## src/rtl/flash_status_params.svh

```systemverilog
// Behaviour
// - opcode 15h streams third status byte, MSB first
// - after bit 0, restart at bit 7
// - each repetition carries freshly sampled status
// - chip select high ends read, output released
// - bits 6:5 output strength, reset 11
// - status write changes only writable bits
// - locks 00: writable whenever write latch set
// - locks 01, protect pin low: writes refused
// - locks 01, protect pin high: writable with latch
// - locks 10: writes blocked until power cycle
// - power cycle returns locks to 00
// - invert, granularity, top/bottom, three amount bits
// - latch clear: program, erase, status writes ignored
// - write latch reads 0 after reset
// - latch cleared on disable, completion or abort
// - partial opcode leaves latch set
// - abort clears latch only after full opcode
// - busy set throughout internal operation
// - busy is first status byte bit 0
// - write latch is first status byte bit 1
// - lock hi: byte2 bit0; lock lo: byte1 bit7
`ifndef FLASH_STATUS_PARAMS_SVH
`define FLASH_STATUS_PARAMS_SVH
`define OPC_WR_ENABLE 8'h06
`define OPC_WR_DISABLE 8'h04
`define OPC_RD_STAT1 8'h05
`define OPC_RD_STAT2 8'h35
`define OPC_RD_STAT3 8'h15
`define OPC_WR_STAT1 8'h01
`define OPC_WR_STAT2 8'h31
`define OPC_WR_STAT3 8'h11
`define OPC_PAGE_PROG 8'h02
`define OPC_SEC_PROG 8'h42
`define OPC_SEC_ERASE 8'h44
`define OPC_ERASE_4K 8'h20
`define OPC_ERASE_32K 8'h52
`define OPC_ERASE_64K 8'hd8
`define OPC_CHIP_ERASE1 8'h60
`define OPC_CHIP_ERASE2 8'hc7
`define STAT2_RW_MASK 8'h7b
`define STAT3_RW_MASK 8'hff
`define STAT3_RESET 8'h60
`define STAT2_LOCK_HI_BIT 0
`define STAT2_INVERT_BIT 6
`define STAT3_STRENGTH_LSB 5
`define ADDR_BYTES 3'd3
`define WRSTAT_BUSY_CYCLES 16
`define PROG_BUSY_CYCLES 64
`endif

```

## src/rtl/flash_status_pkg.sv

```systemverilog
package flash_status_pkg;
  // synchronised view of the serial pins
  typedef struct packed {
    logic cs_b;
    logic sck;
    logic si;
    logic wp_b;
  } spi_pins_t;
  // array protection setting
  typedef struct packed {
    logic protect_invert;
    logic protect_granularity_sel;
    logic protect_top_bottom_sel;
    logic [2:0] protect_amount;
  } protect_t;
  // frame decoder states
  typedef enum logic [2:0] {
    ST_OPCODE, ST_READ, ST_WRSTAT, ST_PROG, ST_ERASE, ST_CHIPER, ST_IGNORE
  } frame_state_t;
endpackage

```

## src/rtl/flash_status_protect_regs.sv

```systemverilog
`include "flash_status_params.svh"
module flash_status_protect_regs
  import flash_status_pkg::*;
#(
  parameter int WRSTAT_CYCLES = `WRSTAT_BUSY_CYCLES,
  parameter int PROG_CYCLES = `PROG_BUSY_CYCLES
) (
  input wire logic clk,
  input wire logic rst_b,
  input wire spi_pins_t pins,
  output logic so,
  output logic so_oe,
  output logic write_latch,
  output logic op_in_progress,
  output logic [1:0] output_strength,
  output logic status_lock_hi,
  output logic status_lock_lo,
  output protect_t protect
);
  spi_pins_t meta_reg; // first stage, read only by sync_reg
  spi_pins_t sync_reg; // second stage
  logic sck_d; // previous synced clock
  logic cs_d; // previous synced select
  frame_state_t state_reg;
  frame_state_t state_next;
  logic [7:0] shift_reg; // incoming serial bits
  logic [2:0] bit_cnt; // bits of current byte
  logic [2:0] byte_cnt; // bytes after opcode, saturating
  logic [7:0] data0_reg; // first data byte of a status write
  logic [7:0] data1_reg; // second data byte
  logic [7:0] wr_opc_reg; // opcode of pending status write
  logic [1:0] rd_sel_reg; // which status byte is streamed
  logic [2:0] out_idx; // next bit to present
  logic [7:0] snap_reg; // byte captured at each bit 7
  logic [5:0] stat1_reg; // writable part of byte 1
  logic [7:0] stat2_reg;
  logic [7:0] stat3_reg;
  logic [15:0] busy_cnt;
  logic busy_from_prog; // running op ends with latch clear
  logic rise, fall, cs_rise, byte_done;
  logic [7:0] byte_in;
  logic [7:0] stat1_view, stat_view;
  logic frame_ok, wr_allowed, busy_start;
  logic [15:0] busy_len;
  logic [1:0] locks;

  // two-flop synchroniser on every pin
  always_ff @(posedge clk or negedge rst_b) begin
    if (!rst_b) begin
      meta_reg <= '{cs_b: 1'b1, sck: 1'b0, si: 1'b0, wp_b: 1'b0};
      sync_reg <= '{cs_b: 1'b1, sck: 1'b0, si: 1'b0, wp_b: 1'b0};
      sck_d <= 1'b0;
      cs_d <= 1'b1;
    end else begin
      meta_reg <= pins;
      sync_reg <= meta_reg;
      sck_d <= sync_reg.sck;
      cs_d <= sync_reg.cs_b;
    end
  end

  // edges of the link clock seen only while selected
  assign rise = !sync_reg.cs_b && sync_reg.sck && !sck_d;
  assign fall = !sync_reg.cs_b && !sync_reg.sck && sck_d;
  assign cs_rise = sync_reg.cs_b && !cs_d;
  assign byte_done = rise && (bit_cnt == 3'd7);
  assign byte_in = {shift_reg[6:0], sync_reg.si};
  assign locks = {status_lock_hi, status_lock_lo};

  // live status bytes, sampled again at every repetition
  assign stat1_view = {stat1_reg, write_latch, op_in_progress};
  always_comb begin
    unique case (rd_sel_reg)
      2'd1: stat_view = stat1_view;
      2'd2: stat_view = stat2_reg;
      default: stat_view = stat3_reg;
    endcase
  end

  // status writes only when the lock state allows it
  always_comb begin
    unique case (locks)
      2'b00: wr_allowed = 1'b1;
      2'b01: wr_allowed = sync_reg.wp_b;
      default: wr_allowed = 1'b0;
    endcase
  end

  // a frame counts only if it ended on a byte edge with its bytes
  always_comb begin
    frame_ok = 1'b0;
    if (bit_cnt == 3'd0) begin
      unique case (state_reg)
        ST_WRSTAT: frame_ok = (byte_cnt == 3'd1) ||
            ((byte_cnt == 3'd2) && (wr_opc_reg == `OPC_WR_STAT1));
        ST_PROG: frame_ok = byte_cnt > `ADDR_BYTES;
        ST_ERASE: frame_ok = byte_cnt == `ADDR_BYTES;
        ST_CHIPER: frame_ok = byte_cnt == 3'd0;
        default: frame_ok = 1'b0;
      endcase
    end
  end
  assign busy_start = cs_rise && frame_ok;
  assign busy_len = (state_reg == ST_WRSTAT) ? 16'(WRSTAT_CYCLES) : 16'(PROG_CYCLES);

  // opcode decode at the eighth bit
  always_comb begin
    state_next = state_reg;
    if (byte_done && state_reg == ST_OPCODE) begin
      state_next = ST_IGNORE;
      unique case (byte_in)
        `OPC_RD_STAT1, `OPC_RD_STAT2, `OPC_RD_STAT3: state_next = ST_READ;
        `OPC_WR_STAT1, `OPC_WR_STAT2, `OPC_WR_STAT3: begin
          // refused writes simply run out as an ignored frame
          if (write_latch && !op_in_progress && wr_allowed) state_next = ST_WRSTAT;
        end
        `OPC_PAGE_PROG, `OPC_SEC_PROG: begin
          if (write_latch && !op_in_progress) state_next = ST_PROG;
        end
        `OPC_ERASE_4K, `OPC_ERASE_32K, `OPC_ERASE_64K, `OPC_SEC_ERASE: begin
          if (write_latch && !op_in_progress) state_next = ST_ERASE;
        end
        `OPC_CHIP_ERASE1, `OPC_CHIP_ERASE2: begin
          if (write_latch && !op_in_progress) state_next = ST_CHIPER;
        end
        default: state_next = ST_IGNORE;
      endcase
    end
  end

  // frame state: reset by select high, so no clock edge is needed
  always_ff @(posedge clk or negedge rst_b) begin
    if (!rst_b) begin
      state_reg <= ST_OPCODE;
      rd_sel_reg <= 2'd0;
      wr_opc_reg <= 8'h00;
    end else if (sync_reg.cs_b) begin
      state_reg <= ST_OPCODE;
    end else begin
      state_reg <= state_next;
      if (byte_done && state_reg == ST_OPCODE) begin
        wr_opc_reg <= byte_in;
        rd_sel_reg <= (byte_in == `OPC_RD_STAT1) ? 2'd1 :
                      (byte_in == `OPC_RD_STAT2) ? 2'd2 : 2'd3;
      end
    end
  end

  // bit and byte counting, data capture
  always_ff @(posedge clk or negedge rst_b) begin
    if (!rst_b) begin
      shift_reg <= 8'h00;
      bit_cnt <= 3'd0;
      byte_cnt <= 3'd0;
      data0_reg <= 8'h00;
      data1_reg <= 8'h00;
    end else if (sync_reg.cs_b) begin
      bit_cnt <= 3'd0;
      byte_cnt <= 3'd0;
    end else if (rise) begin
      shift_reg <= byte_in;
      bit_cnt <= bit_cnt + 3'd1;
      if (byte_done && state_reg != ST_OPCODE) begin
        if (byte_cnt != 3'd7) byte_cnt <= byte_cnt + 3'd1;
        if (byte_cnt == 3'd0) data0_reg <= byte_in;
        if (byte_cnt == 3'd1) data1_reg <= byte_in;
      end
    end
  end

  // serial output: new bit on each falling clock
  always_ff @(posedge clk or negedge rst_b) begin
    if (!rst_b) begin
      so <= 1'b0;
      so_oe <= 1'b0;
      out_idx <= 3'd7;
      snap_reg <= 8'h00;
    end else if (sync_reg.cs_b) begin
      so_oe <= 1'b0;
      out_idx <= 3'd7;
    end else if (fall && state_reg == ST_READ) begin
      so_oe <= 1'b1;
      out_idx <= out_idx - 3'd1; // wraps from 0 back to 7
      if (out_idx == 3'd7) begin
        snap_reg <= stat_view; // fresh copy per repetition
        so <= stat_view[7];
      end else begin
        so <= snap_reg[out_idx];
      end
    end
  end

  // status bits: only writable ones change, resets restore defaults
  always_ff @(posedge clk or negedge rst_b) begin
    if (!rst_b) begin
      stat1_reg <= 6'h00; // locks back to 00
      stat2_reg <= 8'h00;
      stat3_reg <= `STAT3_RESET;
    end else if (busy_start && state_reg == ST_WRSTAT) begin
      unique case (wr_opc_reg)
        `OPC_WR_STAT1: begin
          stat1_reg <= data0_reg[7:2]; // latch and busy untouched
          if (byte_cnt == 3'd2) begin
            stat2_reg <= (stat2_reg & ~`STAT2_RW_MASK) | (data1_reg & `STAT2_RW_MASK);
          end
        end
        `OPC_WR_STAT2: stat2_reg <= (stat2_reg & ~`STAT2_RW_MASK) | (data0_reg & `STAT2_RW_MASK);
        default: stat3_reg <= (stat3_reg & ~`STAT3_RW_MASK) | (data0_reg & `STAT3_RW_MASK);
      endcase
    end
  end

  // busy timer for the self-timed cycles
  always_ff @(posedge clk or negedge rst_b) begin
    if (!rst_b) begin
      busy_cnt <= 16'd0;
      op_in_progress <= 1'b0;
      busy_from_prog <= 1'b0;
    end else if (busy_start) begin
      busy_cnt <= busy_len;
      op_in_progress <= 1'b1;
      busy_from_prog <= 1'b1;
    end else if (busy_cnt != 16'd0) begin
      busy_cnt <= busy_cnt - 16'd1;
      op_in_progress <= busy_cnt != 16'd1; // falls at the end
    end else begin
      busy_from_prog <= 1'b0;
    end
  end

  // write latch: cleared by disable, end of operation or abort
  always_ff @(posedge clk or negedge rst_b) begin
    if (!rst_b) begin
      write_latch <= 1'b0;
    end else if (byte_done && state_reg == ST_OPCODE && byte_in == `OPC_WR_DISABLE) begin
      write_latch <= 1'b0;
    end else if (byte_done && state_reg == ST_OPCODE && byte_in == `OPC_WR_ENABLE) begin
      write_latch <= 1'b1;
    end else if (cs_rise && !frame_ok && state_reg inside {ST_WRSTAT, ST_PROG,
                 ST_ERASE, ST_CHIPER}) begin
      write_latch <= 1'b0; // abort after full opcode
    end else if (busy_from_prog && busy_cnt == 16'd1) begin
      write_latch <= 1'b0;
    end
  end

  // field views of the status bits
  assign status_lock_lo = stat1_reg[5];
  assign status_lock_hi = stat2_reg[`STAT2_LOCK_HI_BIT];
  assign output_strength = stat3_reg[`STAT3_STRENGTH_LSB +: 2];
  assign protect = '{protect_invert: stat2_reg[`STAT2_INVERT_BIT],
                     protect_granularity_sel: stat1_reg[4],
                     protect_top_bottom_sel: stat1_reg[3],
                     protect_amount: stat1_reg[2:0]};

  property p_latch_gate;
    @(posedge clk) disable iff (!rst_b)
      byte_done && state_reg == ST_OPCODE && !write_latch && byte_in == `OPC_PAGE_PROG
      |=> state_reg == ST_IGNORE;
  endproperty
  a_latch_gate: assert property (p_latch_gate) else $error("program taken without latch");

  property p_hw_protect;
    @(posedge clk) disable iff (!rst_b)
      byte_done && state_reg == ST_OPCODE && locks == 2'b01 && !sync_reg.wp_b
      |=> state_reg != ST_WRSTAT;
  endproperty
  a_hw_protect: assert property (p_hw_protect) else $error("write accepted while pin low");

  property p_lockdown;
    @(posedge clk) disable iff (!rst_b)
      locks == 2'b10 |=> $stable(stat1_reg) && $stable(stat2_reg) && $stable(stat3_reg);
  endproperty
  a_lockdown: assert property (p_lockdown) else $error("status changed in lock-down");

  property p_release;
    @(posedge clk) disable iff (!rst_b)
      cs_rise |=> !so_oe ##1 !so_oe;
  endproperty
  a_release: assert property (p_release) else $error("output driven after deselect");

  property p_wrap;
    @(posedge clk) disable iff (!rst_b)
      fall && state_reg == ST_READ && out_idx == 3'd0 |=> out_idx == 3'd7;
  endproperty
  a_wrap: assert property (p_wrap) else $error("read did not wrap to bit 7");

  property p_partial_keep;
    @(posedge clk) disable iff (!rst_b)
      cs_rise && state_reg == ST_OPCODE && write_latch |=> write_latch;
  endproperty
  a_partial_keep: assert property (p_partial_keep) else $error("latch lost on partial opcode");

  property p_abort_clear;
    @(posedge clk) disable iff (!rst_b)
      cs_rise && !frame_ok && state_reg inside {ST_PROG, ST_ERASE} |=> !write_latch;
  endproperty
  a_abort_clear: assert property (p_abort_clear) else $error("latch kept after abort");

  property p_busy_hold;
    @(posedge clk) disable iff (!rst_b)
      busy_start |=> op_in_progress [*8];
  endproperty
  a_busy_hold: assert property (p_busy_hold) else $error("busy dropped early");

  property p_busy_end;
    @(posedge clk) disable iff (!rst_b)
      $fell(op_in_progress) |-> busy_cnt == 16'd0 && !write_latch;
  endproperty
  a_busy_end: assert property (p_busy_end) else $error("busy ended out of step");
endmodule // flash_status_protect_regs

```

## config.mk

```make
export PLATFORM = sky130hd
export DESIGN_NAME = flash_status_protect_regs
export DESIGN_NICKNAME = d
export VERILOG_FILES = /design/src/rtl/flash_status_pkg.sv /design/src/rtl/flash_status_protect_regs.sv
export VERILOG_INCLUDE_DIRS = /design/src /design/src/rtl
export SDC_FILE = /design/constraint.sdc
export NUM_CORES = 1
export LEC_CHECK = 0
export BUFFER_PORTS_ARGS = -buffer_cell sky130_fd_sc_hd__buf_2
export CAP_MARGIN = 25
export CORE_MARGIN = 1
export CORE_UTILIZATION = 50
export CTS_BUF_LIST = sky130_fd_sc_hd__clkbuf_4 sky130_fd_sc_hd__clkbuf_8 sky130_fd_sc_hd__clkbuf_16
export DETAILED_ROUTE_END_ITERATION = 16
export PLACE_DENSITY = 0.67
export RECOVER_POWER = 25
export SLEW_MARGIN = 20
export SYNTH_ARGS = -nofsm -noshare
export SYNTH_HDL_FRONTEND = slang
export SYNTH_SLANG_ARGS = --single-unit
```

## constraint.sdc

```tcl
create_clock -name clk -period 7.9 [get_ports clk]
set_input_delay 0.79 -clock clk [delete_from_list [all_inputs] [get_ports clk]]
set_output_delay 0.79 -clock clk [all_outputs]
set_load 0.02 [all_outputs]
```

Yosys cells after proc, flatten, opt, wreduce, memory -nomap -nowiden
Index checks and enable logic that the tools add are counted.
W data, S select, Z words.
{ "op_classes": {"n_addsub": 4, "n_lt_le_gt_ge": 2, "n_eq_ne": 36, "mux": 39, "bitwise": 4, "n_reduce_logical": 57} }
{ "op_table": {"columns": ["operator", "n"], "rows": [
  ["$mux W3", 12],
  ["$eq A8 B6 Y1 const B", 4],
  ["$eq A8 B7 Y1 const B", 4],
  ["$mux W16", 2],
  ["$pmux W8 S2", 2],
  ["$eq A8 B3 Y1 const B", 3],
  ["$logic_and A1 B1 Y1", 19],
  ["$eq A16 B1 Y1 const B", 1],
  ["$eq A8 B1 Y1 const B", 2],
  ["$eq A8 B5 Y1 const B", 2],
  ["$eq A8 B8 Y1 const B", 2],
  ["$ne A16 B1 Y1 const B", 1],
  ["$or A8 B7 Y8", 2],
  ["$reduce_bool A16 Y1", 1],
  ["$sub A16 B1 Y16 const B", 1],
  ["$pmux W3 S5", 1],
  ["$mux W1", 14],
  ["$reduce_bool A2 Y1", 7],
  ["$eq A3 B2 Y1 const B", 4],
  ["$eq A3 B3 Y1 const B", 4],
  ["$reduce_and A2 Y1", 5],
  ["$logic_not A3 Y1", 3],
  ["$reduce_and A3 Y1", 3],
  ["$eq A8 B2 Y1 const B", 1],
  ["other kinds (26)", 42]
]} }
{ "word_totals": {"ff_bits": 105, "out_inout_bits": 14} }

Longest topological paths before layout
{ "depth": {"word_depth": 11, "depth_mapped": 8} }

Least setup slack after synthesis
OpenSTA, ideal clock, no wires.
{ "synth_path": {"kind": "reg2reg", "from": "register byte_cnt[0]", "to": "register stat1_reg[0]", "setup_time_ns": 0.125, "arrival_ns": 2.365, "required_ns": 7.775, "path_slack_ns": 5.410, "stages_incl_launch_ff": 7, "n_path_buf": 0, "synth_period_minus_slack_ns": 2.490, "cell_sequence": "dfrtp_1 ha_1 ha_1 or3b_2 o221a_4 a2111oi_4 mux2_2"} }
{ "synth_via": {"elab_chain_len": 8} }
{ "synth_rtl": {"columns": ["item", "line_no", "rtl"], "rows": [
  ["from (decl)", "flash_status_protect_regs.sv:28", "logic [2:0] byte_cnt;"],
  ["from (signal assigned)", "flash_status_protect_regs.sv:164", "if (byte_cnt != 3'd7) byte_cnt <= byte_cnt + 3'd1;"],
  ["parallel branches: the longest is 3 deep, another holds $gt A3 B2 Y1", null, null],
  ["$pmux W1 S4 (*)", "flash_status_protect_regs.sv:93", "unique case (state_reg)"],
  ["$mux W1 (*)", "flash_status_protect_regs.sv:92", "if (bit_cnt == 3'd0) begin"],
  ["$logic_and A1 B1 Y1 (*)", "flash_status_protect_regs.sv:103", "assign busy_start = cs_rise && frame_ok;"],
  ["$logic_and A1 B1 Y1 (*)", "flash_status_protect_regs.sv:199", "end else if (busy_start && state_reg == ST_WRSTAT) begin"],
  ["$reduce_and A2 Y1 (no source line) (*)", null, null],
  ["to (signal assigned)", "flash_status_protect_regs.sv:202", "stat1_reg <= data0_reg[7:2];"],
  ["to (decl)", "flash_status_protect_regs.sv:35", "logic [5:0] stat1_reg;"]
]} }
Every way passes the cells marked *.
A chain may end at the register's enable or synchronous reset.

==> impl_metrics.py <==
metrics = {
    "outcome": {
        "status": "complete, but fails checks",
        "violations": "max-capacitance violations, max-slew violations",
    },
    "layout": {
        "fin_nets": 467,
        "largest-register": "busy_cnt",
        "multi_input_area_mm2": 0.00225,
        "largest_reg_flops": 16,
        "fin_cells": 580,
        "seq_area_mm2": 0.00256,
        "fillers": 796,
        "antenna_cells": 0,
        "area_delta_synth_final_pct": 8.64,
        "drive_above_1_share_pct": 24.6,
    },
    "worst_setup_path": {
        "slowest_delay_ns": 1.50,
        "startpoint_type": "input port",
        "critPathRequiredTime_ns": 8.32,
        "critical_path.top_delay_family": "buffers and inverters",
        "worst-path-buf-inv": 2,
        "criticalPathCategory": "input port to async pin",
        "cp_cell_sequence": "clkbuf_1 > buf_4",
        "arrival_ns": 3.20,
        "worst-path-max-fanout": 62,
        "slowest_stage": "clkbuf_1",
        "critPathCaptureType": "async pin",
    },
    "grt": {
        "antenna_found_initial": 0,
        "first_global_vias": 3212,
        "grt_max_degree": 63,
        "grt_pass1_wl_mm": 15.9,
        "overflow": 0,
        "grt.total_usage_pct": 20.4,
    },
    "power_and_ir_drop": {
        "switching_share_pct": 25.2,
        "netSwitchingPower_w": 0.000256,
        "combPwrFrac_pct": 6.6,
        "p_leak_nw": 2.47,
        "peakVddDrop_mv": 0.147,
        "p_per_area_mw_per_mm2": 190,
        "p_int_w": 0.000761,
        "p_seq_share_pct": 57.3,
        "pwr-share-clk_pct": 36.1,
    },
    "floorplan": {
        "fp-row-count": 35,
        "die_area_mm2": 0.0103,
        "chipHeight_um": 101,
        "start_util_pct": 52.5,
        "fp.dieW_um": 101,
        "ios": 20,
        "core_mm2": 0.00942,
    },
    "routing": {
        "first_pass_iters": 4,
        "drt_wl_total_mm": 9.44,
        "ant_nets": 0,
        "highest_layer": "met4",
        "route.layer.met1.wl_mm": 4.66,
        "remaining_drc_errors": 0,
        "vias": 3222,
        "via_per_inst": 5.56,
        "wl_met3_um": 274,
        "wl_per_cell_um": 16.3,
        "met2_length_mm": 4.38,
        "dr.first_iter.drc_count": 106,
    },
    "clocking": {
        "ctsHoldBuffers": 0,
        "clock_sinks": 102,
        "clk_path_buf_depth": 2,
        "postCtsSetupBuffers": 0,
        "root_buffer": "clkbuf_8",
        "cts_made_buffers": 9,
        "cts_resized": 0,
        "cts.clk_slew.worst_paths_ns": 0.09,
        "cts_max_level": 3,
        "clock_latency_ns": 0.37,
        "tritoncts": "done",
    },
    "timing": {
        "timing.fmax_mhz": 360,
        "rsz0062_at_grt": "no",
        "finalMaxSlewViolations": 42,
        "fin_worst_skew_ns": 0.0127,
        "setup_violations": 0,
        "period_needed_ns": 2.78,
        "setup_tns_ns": 0,
        "hold_viol": 0,
        "fin_crit_sh_pct": 35.2,
        "slew_headroom_pct": -43.4,
        "tightest_slew_ns": 2.15,
    },
    "logic_synthesis": {
        "syn-num-nets": 450,
        "synth-edff-count": 0,
        "yosysWarnings": 0,
        "syn_inst": 429,
        "yosysSeqAreaShare_pct": 51.9,
        "synth.distinct_cells": 54,
        "synth_top_flop_cell": "dfrtp_1",
        "synth-seq-cells": 102,
        "async_flop_share_pct": 100,
        "syn_avg_cell_area_um2": 11.5,
        "syn_area_mm2": 0.00494,
    },
    "hold_path": {
        "hold_path_class": "flop to flop",
    },
    "placement": {
        "gp_congestion": 0.844,
        "dp_cells": 564,
        "io_buffers": 19,
        "dp_hpwl_mm": 6.77,
    },
    "run": {
        "maxCapViolations": 1,
    },
}
[worst register-to-register path, delay by kind of cell, from the launching register on]
kind / cells / cell delay, ns
multiplexers: 1 / 0.40
AND/OR/NAND/NOR: 1 / 0.45
flip-flops: 1 / 0.44
adder cells (fa/ha/maj): 2 / 0.43
AO/OA/AOI/OAI: 2 / 0.85
[stage by stage]
stage | instance area, um^2 | total power, W | worst slack, ns | hold WS, ns | utilization (%)
after CTS | 5370 | 0.00103 | 5.20 | 0.361 | 57.0
after global routing | 5370 | 0.00106 | 4.57 | 0.362 | 57.0
after global placement | 5140 | 0.000658 | 4.88 | 0.333 | 54.6
after floorplan | 4940 | 0.000628 | 5.41 | 0.331 | -
final | 5370 | 0.00102 | 5.12 | 0.356 | 57.0
after detailed placement | 5140 | 0.000661 | 5.22 | 0.339 | 54.6
[area by class of cell]
class | count | share of cell area, %
sequential | 102 | 47.7
multi-input combinational | 295 | 41.9
tap | 129 | 3.01
clock buffer | 11 | 2.70
timing repair buffer | 21 | 1.98
clock inverter | 5 | 1.52
inverter | 17 | 1.19
[cells in the mapped netlist, drive strengths merged, types with 2 or more instances]
master | instances | share of area (%)
xnor2 | 6 | 1.1
or4b | 2 | 0.48
a2111oi | 3 | 1.3
clkbuf | 12 | 0.91
a21o | 5 | 0.76
nand4b | 3 | 0.53
buf | 3 | 0.46
or3b | 3 | 0.53
nor2 | 33 | 2.5
xor2 | 7 | 1.2
nand2 | 26 | 2.0
nor3b | 2 | 0.30
inv | 17 | 1.3
dfrtp | 94 | 48
nor4 | 3 | 0.38
nor4b | 2 | 0.35
nand3b | 5 | 0.76
mux4 | 2 | 0.91
nand2b | 8 | 1.0
ha | 15 | 3.8
mux2 | 53 | 12
or4 | 2 | 0.30
nand3 | 10 | 1.3
a31oi | 3 | 0.38
a21oi | 22 | 2.4
a22oi | 9 | 1.4
and2 | 2 | 0.25
a211o | 2 | 0.35
mux2i | 6 | 1.2
or2 | 3 | 0.38
or3 | 3 | 0.38
nor3 | 12 | 1.4
a211oi | 3 | 0.46
nor2b | 6 | 0.76
o21ai | 21 | 2.1
o32ai | 2 | 0.35
dfstp | 8 | 4.3
[cells by family after synthesis]
group	share of synthesized area, %
AND/OR/NAND/NOR	13.9
AO/OA/AOI/OAI	11.2
multiplexers	14.2
adder cells (fa/ha/maj)	3.80
XOR/XNOR	2.30
buffers and inverters	2.66
flip-flops	51.9
[final timing paths]
kind	start	to	cells after the start	slack [ns]
max	rst_b	shift_reg[2]$_DFFE_PN0P_	2	5.12
min	meta_reg[1]$_DFF_PN0_	byte_in[0]$_DFF_PN0_	0	0.36
max reg2reg	byte_cnt[0]$_DFFE_PN0P_	stat1_reg[3]$_DFFE_PN0P_	6	5.22
min reg2reg	meta_reg[1]$_DFF_PN0_	byte_in[0]$_DFF_PN0_	0	0.36
max in group clk	byte_cnt[0]$_DFFE_PN0P_	stat1_reg[3]$_DFFE_PN0P_	6	5.22
min in group asynchronous	rst_b	stat3_reg[3]$_DFFE_PN0P_	1	1.04
[power groups by stage]
stage | sequential [W] | combinational [W] | clock (W)
floorplan | 0.000564 | 0.0000638 | 0
global placement | 0.000591 | 0.0000671 | 0
detailed placement | 0.000593 | 0.0000686 | 0
CTS | 0.000582 | 0.0000686 | 0.000379
global route | 0.000588 | 0.0000760 | 0.000395
finish | 0.000582 | 0.0000673 | 0.000368
[metal layers]
metal / global-route usage, % / vias up
met5: 0 / -
met4: 6.80 / 0
met3: 4.35 / 11
met2: 32.0 / 36
met1: 28.3 / 1609
li1: - / 1566
[layout by cell type (no fill, tap or decap), types with 3 or more instances in the layout]
cell type,count
a211oi_1,3
a31oi_1,3
xnor2_1,6
nor2_1,33
mux2_2,51
or2_2,3
a22oi_1,9
mux2i_1,6
nand4b_1,3
a21o_1,5
ha_1,15
nor3_1,11
nand2_1,26
a21oi_1,20
nand2b_1,8
nand3b_1,5
dfrtp_1,94
or3_1,3
inv_1,17
o21ai_0,21
or3b_2,3
xor2_1,7
nor2b_1,6
dfstp_2,7
buf_2,19
nand3_1,9
clkbuf_8,10
nor4_1,3
Power figures use the tool's default switching activity.
